### config.mk
export PLATFORM = sky130hd
export DESIGN_NAME = hrs_top
export DESIGN_NICKNAME = d
export VERILOG_FILES = /design/src/rtl/hrs_pkg.sv /design/src/rtl/hrs_mem_if.sv /design/src/rtl/hrs_mem.sv /design/src/rtl/hrs_top.sv
export SDC_FILE = /design/constraint.sdc
export NUM_CORES = 1
export LEC_CHECK = 0
export BUFFER_PORTS_ARGS = -buffer_cell sky130_fd_sc_hd__buf_4
export CAP_MARGIN = 20
export CORE_MARGIN = 2
export CORE_UTILIZATION = 43
export CTS_BUF_LIST = sky130_fd_sc_hd__clkbuf_8
export DETAILED_ROUTE_END_ITERATION = 7
export PLACE_DENSITY = 0.72
export REMOVE_ABC_BUFFERS = 1
export SLEW_MARGIN = 20
export SYNTH_ARGS = -nofsm -noshare
export SYNTH_HDL_FRONTEND = slang
export SYNTH_HIERARCHICAL = 1
export SYNTH_SLANG_ARGS = --single-unit
### constraint.sdc
create_clock -name mclk -period 3.57 [get_ports mclk]
set_input_delay 0.5355 -clock mclk [delete_from_list [all_inputs] [get_ports mclk]]
set_output_delay 0.5355 -clock mclk [all_outputs]
set_load 0.005 [all_outputs]
### src/rtl/hrs_pkg.sv
// hrs_pkg: constants shared by the hardware return stack files
package hrs_pkg;
  localparam int HRS_DEPTH = 16;
  localparam int PC_W = 15;
  localparam int PTR_W = 5;
  localparam int IDX_W = 4;
  localparam int LOW_W = 8;
  localparam int HIGH_W = 7;
  localparam int ADDR_W = 8;
  // ---------------------------------------------------------------
  // pointer values
  // ---------------------------------------------------------------
  localparam logic [PTR_W-1:0] PTR_RESET = 5'h1F;
  localparam logic [PTR_W-1:0] PTR_TOP = 5'h0F;
  localparam logic [PTR_W-1:0] PTR_ONE = 5'h01;
  // ---------------------------------------------------------------
  // register byte offsets
  // ---------------------------------------------------------------
  localparam logic [ADDR_W-1:0] OFS_PTR = 8'h00;
  localparam logic [ADDR_W-1:0] OFS_TOP_ENTRY_LOW_BYTE = 8'h04;
  localparam logic [ADDR_W-1:0] OFS_TOP_ENTRY_HIGH_BYTE = 8'h08;
  localparam logic [ADDR_W-1:0] OFS_STAT = 8'h0C;
  localparam logic [ADDR_W-1:0] OFS_MASK = 8'h10;
  localparam logic [ADDR_W-1:0] OFS_CFG = 8'h14;
  // ---------------------------------------------------------------
  // fields and reset values
  // ---------------------------------------------------------------
  localparam int STAT_OVF_BIT = 0;
  localparam int STAT_UNF_BIT = 1;
  localparam int CFG_FRE_BIT = 0;
  localparam logic CFG_FRE_RESET = 1'b1;
  localparam logic [1:0] MASK_RESET = 2'h0;
  localparam logic [1:0] STAT_RESET = 2'h0;
endpackage

### src/rtl/hrs_mem_if.sv
// hrs_mem_if: port bundle between the stack control and its storage
`timescale 1ns/1ns
`default_nettype none
interface hrs_mem_if;
  import hrs_pkg::*;
  logic we;
  logic [IDX_W-1:0] waddr;
  logic [PC_W-1:0] wdata;
  logic [IDX_W-1:0] raddr;
  logic [PC_W-1:0] rdata;
  modport ctrl (output we, output waddr, output wdata, output raddr, input rdata);
  modport store (input we, input waddr, input wdata, input raddr, output rdata);
endinterface
`default_nettype wire

### src/rtl/hrs_mem.sv
// hrs_mem: sixteen-entry storage array of the return stack
`timescale 1ns/1ns
`default_nettype none
module hrs_mem
(
  input wire logic mclk,
  input wire logic ce,
  hrs_mem_if.store port
);
  import hrs_pkg::*;
  // private array, outside program and data address spaces
  logic [PC_W-1:0] entry_reg [HRS_DEPTH];

  // storage keeps no reset: contents are unknown until pushed
  always_ff @(posedge mclk)
  begin
    if (ce && port.we)
    begin
      entry_reg[port.waddr] <= port.wdata;
    end
  end

  assign port.rdata = entry_reg[port.raddr];
endmodule
`default_nettype wire

### src/rtl/hrs_top.sv
// hrs_top: hardware return stack with apb register access
`timescale 1ns/1ns
`default_nettype none
// Contract
// sixteen entries of fifteen bits each
// storage outside program and data space
// push on call, computed call, interrupt
// pop on any return kind
// push and pop leave pc latch alone
// fault reset off: stack wraps circularly
// overflow and underflow always set flags
// fault reset on: reset and set flag
// software reads writes pointer and top bytes
// five bit pointer detects overflow underflow
// pointer addresses entry in use
// push increments first, pop reads first
// software careful changing pointer with interrupts
// flags survive fault reset until cleared
module hrs_top
(
  input wire logic mclk,
  input wire logic reset_n,
  input wire logic ce,
  input wire logic [hrs_pkg::ADDR_W-1:0] paddr,
  input wire logic psel,
  input wire logic penable,
  input wire logic pwrite,
  input wire logic [31:0] pwdata,
  output logic [31:0] prdata,
  output logic pready,
  output logic pslverr,
  input wire logic push_req,
  input wire logic [hrs_pkg::PC_W-1:0] push_pc,
  input wire logic pop_req,
  output logic [hrs_pkg::PC_W-1:0] pop_pc,
  output logic pop_valid,
  output logic fault_reset,
  output logic irq
);
  import hrs_pkg::*;

  // ---------------------------------------------------------------
  // state
  // ---------------------------------------------------------------
  logic [PTR_W-1:0] ptr_reg;
  logic [PTR_W-1:0] ptr_next;
  logic [PTR_W-1:0] ptr_inc;
  logic [1:0] stat_reg;
  logic [1:0] mask_reg;
  logic cfg_fre_reg;
  logic [31:0] prdata_reg;
  logic [PC_W-1:0] pop_pc_reg;
  logic pop_valid_reg;
  logic fault_reset_reg;

  hrs_mem_if mem_bus ();

  // sixteen entry storage
  // storage private to this block
  hrs_mem u_mem (
    .mclk(mclk),
    .ce(ce),
    .port(mem_bus.store)
  );

  // ---------------------------------------------------------------
  // sequencer events
  // ---------------------------------------------------------------
  logic seq_push;
  logic seq_pop;
  logic ovf_evt;
  logic unf_evt;
  logic fault;

  // push request from call or interrupt vectoring
  assign seq_push = ce & push_req;
  // pop request from returns; push wins a tie
  assign seq_pop = ce & pop_req & ~push_req;

  // five bit pointer sees levels past the top and below empty
  assign ovf_evt = seq_push & (ptr_reg >= PTR_TOP) & (ptr_reg != PTR_RESET);
  assign unf_evt = seq_pop & (ptr_reg == PTR_RESET);
  // fault only when the reset option is on
  assign fault = cfg_fre_reg & (ovf_evt | unf_evt);

  // ---------------------------------------------------------------
  // apb decode
  // ---------------------------------------------------------------
  logic acc_wr;
  logic setup_rd;
  logic addr_hit;
  logic wr_ptr;
  logic wr_top_entry_low_byte;
  logic wr_top_entry_high_byte;
  logic wr_stat;
  logic wr_mask;
  logic wr_cfg;

  assign acc_wr = ce & psel & penable & pwrite;
  assign setup_rd = ce & psel & ~penable & ~pwrite;
  assign addr_hit = (paddr == OFS_PTR) | (paddr == OFS_TOP_ENTRY_LOW_BYTE) | (paddr == OFS_TOP_ENTRY_HIGH_BYTE) |
                    (paddr == OFS_STAT) | (paddr == OFS_MASK) | (paddr == OFS_CFG);
  assign wr_ptr = acc_wr & (paddr == OFS_PTR);
  assign wr_top_entry_low_byte = acc_wr & (paddr == OFS_TOP_ENTRY_LOW_BYTE);
  assign wr_top_entry_high_byte = acc_wr & (paddr == OFS_TOP_ENTRY_HIGH_BYTE);
  assign wr_stat = acc_wr & (paddr == OFS_STAT);
  assign wr_mask = acc_wr & (paddr == OFS_MASK);
  assign wr_cfg = acc_wr & (paddr == OFS_CFG);

  // zero wait states; ce low stalls the bus with everything else
  assign pready = ce;
  assign pslverr = psel & penable & ~addr_hit;
  assign prdata = prdata_reg;

  // ---------------------------------------------------------------
  // stack pointer
  // ---------------------------------------------------------------
  assign ptr_inc = ptr_reg + PTR_ONE;

  always_comb
  begin
    ptr_next = ptr_reg;
    if (fault)
    begin
      ptr_next = PTR_RESET;
    end
    else if (seq_push)
    begin
      // increment first, entry written at the new level
      ptr_next = ptr_inc;
    end
    else if (seq_pop)
    begin
      // value read at the current level, then decrement
      ptr_next = ptr_reg - PTR_ONE;
    end
    else if (wr_ptr)
    begin
      // a sequencer event in the same cycle wins over software
      ptr_next = pwdata[PTR_W-1:0];
    end
  end

  always_ff @(posedge mclk or negedge reset_n)
  begin
    if (!reset_n)
    begin
      ptr_reg <= PTR_RESET;
    end
    else if (ce)
    begin
      ptr_reg <= ptr_next;
    end
  end

  // ---------------------------------------------------------------
  // storage access
  // ---------------------------------------------------------------
  logic sw_tos_wr;
  logic [PC_W-1:0] tos_merged;

  assign sw_tos_wr = (wr_top_entry_low_byte | wr_top_entry_high_byte) & ~seq_push & ~seq_pop;

  always_comb
  begin
    tos_merged = mem_bus.rdata;
    if (wr_top_entry_low_byte)
    begin
      tos_merged[LOW_W-1:0] = pwdata[LOW_W-1:0];
    end
    if (wr_top_entry_high_byte)
    begin
      tos_merged[PC_W-1:LOW_W] = pwdata[HIGH_W-1:0];
    end
  end

  // only the pushed pc or a software top byte write is stored; no pc latch is touched here
  // low four bits index the array, so pushes past sixteen wrap
  assign mem_bus.we = (seq_push & ~fault) | sw_tos_wr;
  assign mem_bus.waddr = seq_push ? ptr_inc[IDX_W-1:0] : ptr_reg[IDX_W-1:0];
  assign mem_bus.wdata = seq_push ? push_pc : tos_merged;
  // the read side always shows the entry in use
  assign mem_bus.raddr = ptr_reg[IDX_W-1:0];

  // ---------------------------------------------------------------
  // pop answer and fault pulse
  // ---------------------------------------------------------------
  always_ff @(posedge mclk or negedge reset_n)
  begin
    if (!reset_n)
    begin
      pop_pc_reg <= '0;
      pop_valid_reg <= 1'b0;
    end
    else if (ce)
    begin
      pop_valid_reg <= seq_pop;
      if (seq_pop)
      begin
        pop_pc_reg <= mem_bus.rdata;
      end
    end
  end

  assign pop_pc = pop_pc_reg;
  assign pop_valid = pop_valid_reg;

  always_ff @(posedge mclk or negedge reset_n)
  begin
    if (!reset_n)
    begin
      fault_reset_reg <= 1'b0;
    end
    else if (ce)
    begin
      // one cycle reset request to the device reset logic
      fault_reset_reg <= fault;
    end
  end

  assign fault_reset = fault_reset_reg;

  // ---------------------------------------------------------------
  // status, mask, configuration
  // ---------------------------------------------------------------
  always_ff @(posedge mclk or negedge reset_n)
  begin
    if (!reset_n)
    begin
      stat_reg <= STAT_RESET;
    end
    else if (ce)
    begin
      // events set flags in either mode, set beats clear
      // only power-on reset or a software one clears them
      stat_reg[STAT_OVF_BIT] <= ovf_evt |
        (stat_reg[STAT_OVF_BIT] & ~(wr_stat & pwdata[STAT_OVF_BIT]));
      stat_reg[STAT_UNF_BIT] <= unf_evt |
        (stat_reg[STAT_UNF_BIT] & ~(wr_stat & pwdata[STAT_UNF_BIT]));
    end
  end

  always_ff @(posedge mclk or negedge reset_n)
  begin
    if (!reset_n)
    begin
      mask_reg <= MASK_RESET;
      cfg_fre_reg <= CFG_FRE_RESET;
    end
    else if (ce)
    begin
      if (wr_mask)
      begin
        mask_reg <= pwdata[1:0];
      end
      if (wr_cfg)
      begin
        cfg_fre_reg <= pwdata[CFG_FRE_BIT];
      end
    end
  end

  assign irq = |(stat_reg & mask_reg);

  // ---------------------------------------------------------------
  // read data
  // ---------------------------------------------------------------
  always_ff @(posedge mclk or negedge reset_n)
  begin
    if (!reset_n)
    begin
      prdata_reg <= '0;
    end
    else if (setup_rd)
    begin
      // pointer and both top bytes readable
      case (paddr)
        OFS_PTR: prdata_reg <= {27'h0, ptr_reg};
        OFS_TOP_ENTRY_LOW_BYTE: prdata_reg <= {24'h0, mem_bus.rdata[LOW_W-1:0]};
        OFS_TOP_ENTRY_HIGH_BYTE: prdata_reg <= {25'h0, mem_bus.rdata[PC_W-1:LOW_W]};
        OFS_STAT: prdata_reg <= {30'h0, stat_reg};
        OFS_MASK: prdata_reg <= {30'h0, mask_reg};
        OFS_CFG: prdata_reg <= {31'h0, cfg_fre_reg};
        default: prdata_reg <= 32'h0;
      endcase
    end
  end
endmodule
`default_nettype wire
==> impl_results.md <==
- Outcome: finished, final reports clean
- Count of final setup violators: 0
- HP Class: in -> reg
- RSZ-0062 raised after global routing: no
- Synth top cells by count: edfxtp_1, nand2_1, mux4_2
- PwrDens: just under 600 mW/mm²
- Ys Warns: 6
- Clk root buf: clkbuf_8
- GRT overflow: 0
- Critical path's slowest cell: dfstp_4
- Buf/Inv on CP: 1
- Die Ht: ~170 µm
- Global placement routability congestion: 0.8037
- Final hold slack: 0.2974 ns
- Max FFs per register: 240
- Worst skew pair latency: roughly 0.55 ns
- Core area: ~0.027 mm²
- Antenna violations before repair: 0
- Area leader, netlist: edfxtp_1
- Clock Skew: 0.01945 ns
- Worst path most repeated cell: ha_1
- Share of layout cells above drive strength 1: approximately 29%
- WL final: ~25 mm
- Actual slew at the worst max-slew pin: about 1.1 ns
- Largest net degree at the start of global routing: 67
- Layout net count: 842
- Die X: 168.9 µm
- Wire length of the first global-routing pass: 38.08 mm
- DR pass1 iterations: 4
- Clock Path Buffers: 3
- Final Hold Vio Count: 0
- Most frequent cell after synthesis: edfxtp_1
- Htree depth: 2
- Synth top area share: 61.66%
- Sequential area share after synthesis: 69.21%
- Number of synthesized flops with an enable pin: 240
- Worst slew margin: 28.16%
- Routed len/inst: ~22 µm
- Initial Utilization: ~44%
- Top delay family on crit path: simple AND/OR/NAND/NOR gates
- # hold bufs at CTS: 1
- Pleak: a little under 5 nW
- Tot GR Track Use: 17.68%
- Area growth syn-to-layout: 14.47%
- Dpl hpwl: 16.09 mm
- Max VDD drop: 0.2493 mV
- Routed via count: 6443
- Cell variety after synth: 57
- Via density: 5.642
- N_diodes: 0
- CP endpoint kind: register
- DRC: 0
- Reg clk slew, reported paths: 0.06 ns
- Tcrit/Tclk final: 87.61%
- Slowest stage delay, CP: 0.65 ns
- Max Clk Rate: 0.3197 GHz
- Post-route minimum period: 3.128 ns
- Setup bufs post-CTS: 0
- Syn Inst Count: 663
- Num CTS Buffers: 42
- CTS sink count: about 280
- Crit path kind: reg -> reg
- Worst EP arrival: approximately 3.3 ns
- Required time of the critical path: between 3 and 4 ns
- Startpoint types: register
- CTS tree: built
- DIE AREA: 0.02852 mm²
- Port bufs: between 60 and 70
- Crit-path cells: ha_1, and3_1, ha_1, a211oi_1, o21ai_2, a21o_1, nand2_1, or3_1, nor3_2, buf_4
- Syn avg cell area: about 18 µm²
- Boundary pin count: 115
- Initial DRC count: 584
- Synth area leaders: edfxtp_1, mux4_2, dfrtp_1
- FF+latch count, synth: 275
- Max-Cap Viols: 0
- Number of global-route vias before repair: 6395
- Ys async rst share: 12.73%
- Setup Total Neg Slack: 0 ns
- Max Slew Vio Count: 0
- CTS resizes: 0
- Post-route ant nets: 0
- Row count: 60
- Ys flop type: edfxtp_1
- Post-Syn Area: 0.01169 mm²
- CP max FO: 15
worst paths after layout:
kind | from | slack, ns | to | cells past startpoint
max | ptr_reg[0] | 0.44 | u_mem/entry_reg[0][10] | 10
min in group asynchronous | reset_n | 0.50 | prdata[3] | 2
max in group asynchronous | reset_n | 2.72 | cfg_fre_reg | 2
min reg2reg | pop_valid | 0.48 | pop_valid | 1
min | pwdata[1] | 0.30 | mask_reg[1] | 2
max reg2reg | ptr_reg[0] | 0.44 | u_mem/entry_reg[0][10] | 10
cell type report:
class | instances | area, µm²
Clock buffer | 43 | 591.8
Clock inverter | 27 | 113.9
Fill cell | 2154 | 13420
Inverter | 5 | 18.77
Multi-Input combinational cell | 346 | 3307
Sequential cell | 275 | 8094
Tap cell | 341 | 426.7
Timing Repair Buffer | 105 | 828.3
layout by cell type (no fill, tap or decap), drive strengths merged, types with 2 or more instances in the layout:
master / count
or2: 3
edfxtp: 240
a31oi: 5
or3: 2
xnor2: 3
clkinv: 8
a21oi: 8
and2: 5
inv: 23
nor3: 6
o31ai: 7
nand2: 52
o211ai: 2
nand2b: 3
a22o: 2
nor4: 3
conb: 24
clkbuf: 44
dfstp: 6
a22oi: 32
nand3: 4
a211oi: 2
nand4: 6
nor2b: 4
nor2: 24
a21o: 4
mux2i: 20
nand4b: 3
buf: 103
mux4: 62
dfrtp: 29
o21ai: 27
mux2: 18
ha: 4
metrics by stage:
step	instances	util [%]	setup WS, ns	power (mW)	instance area (µm²)
2_1_floorplan	626	-	-1.082	5.055	11380
3_3_place_gp	1068	47.11	0.4514	5.687	12630
3_5_place_dp	1068	47.11	0.4181	5.740	12630
4_1_cts	1139	49.79	0.4849	7.987	13340
5_1_grt	1142	49.93	0.3147	8.283	13380
6_report	1142	49.93	0.4423	7.939	13380
worst register-to-register path: cells and delay by family, from the launching register on:
family	cells	cell delay [ns]
flops	1	0.65
fa+ha+maj	2	0.39
simple gates	4	0.83
compound gates	3	0.64
buf+inv	1	0.30
routing by layer:
metal,wire [µm],global-route usage (%),share of wire (%),vias up
met4,469,5.022,1.9,0
met5,0,0,0,-
met2,12220,29.13,49,270
li1,-,-,-,2840
met1,10550,24.32,42,3295
met3,1749,3.250,7.0,38
where the power goes:
part / internal [mW] / switching, mW / total, mW / leakage (nW)
Clock: 1.11 / 1.14 / 2.25 / 0.421
Combinational: 0.711 / 0.956 / 1.67 / 1.84
Sequential: 3.92 / 0.0977 / 4.02 / 2.61
Total: 5.74 / 2.20 / 7.94 / 4.86
kinds of logic after synthesis:
kind of cell | Yosys count | share of synthesized area, %
buffers and inverters | 65 | 3.532
flip-flops | 275 | 69.21
AO/OA/AOI/OAI | 92 | 5.256
other | 1 | 0.03208
adder cells (fa/ha/maj) | 4 | 0.4282
multiplexers | 100 | 15.91
XOR/XNOR | 4 | 0.2998
AND/OR/NAND/NOR | 122 | 5.331
Power figures use the tool's default switching activity.
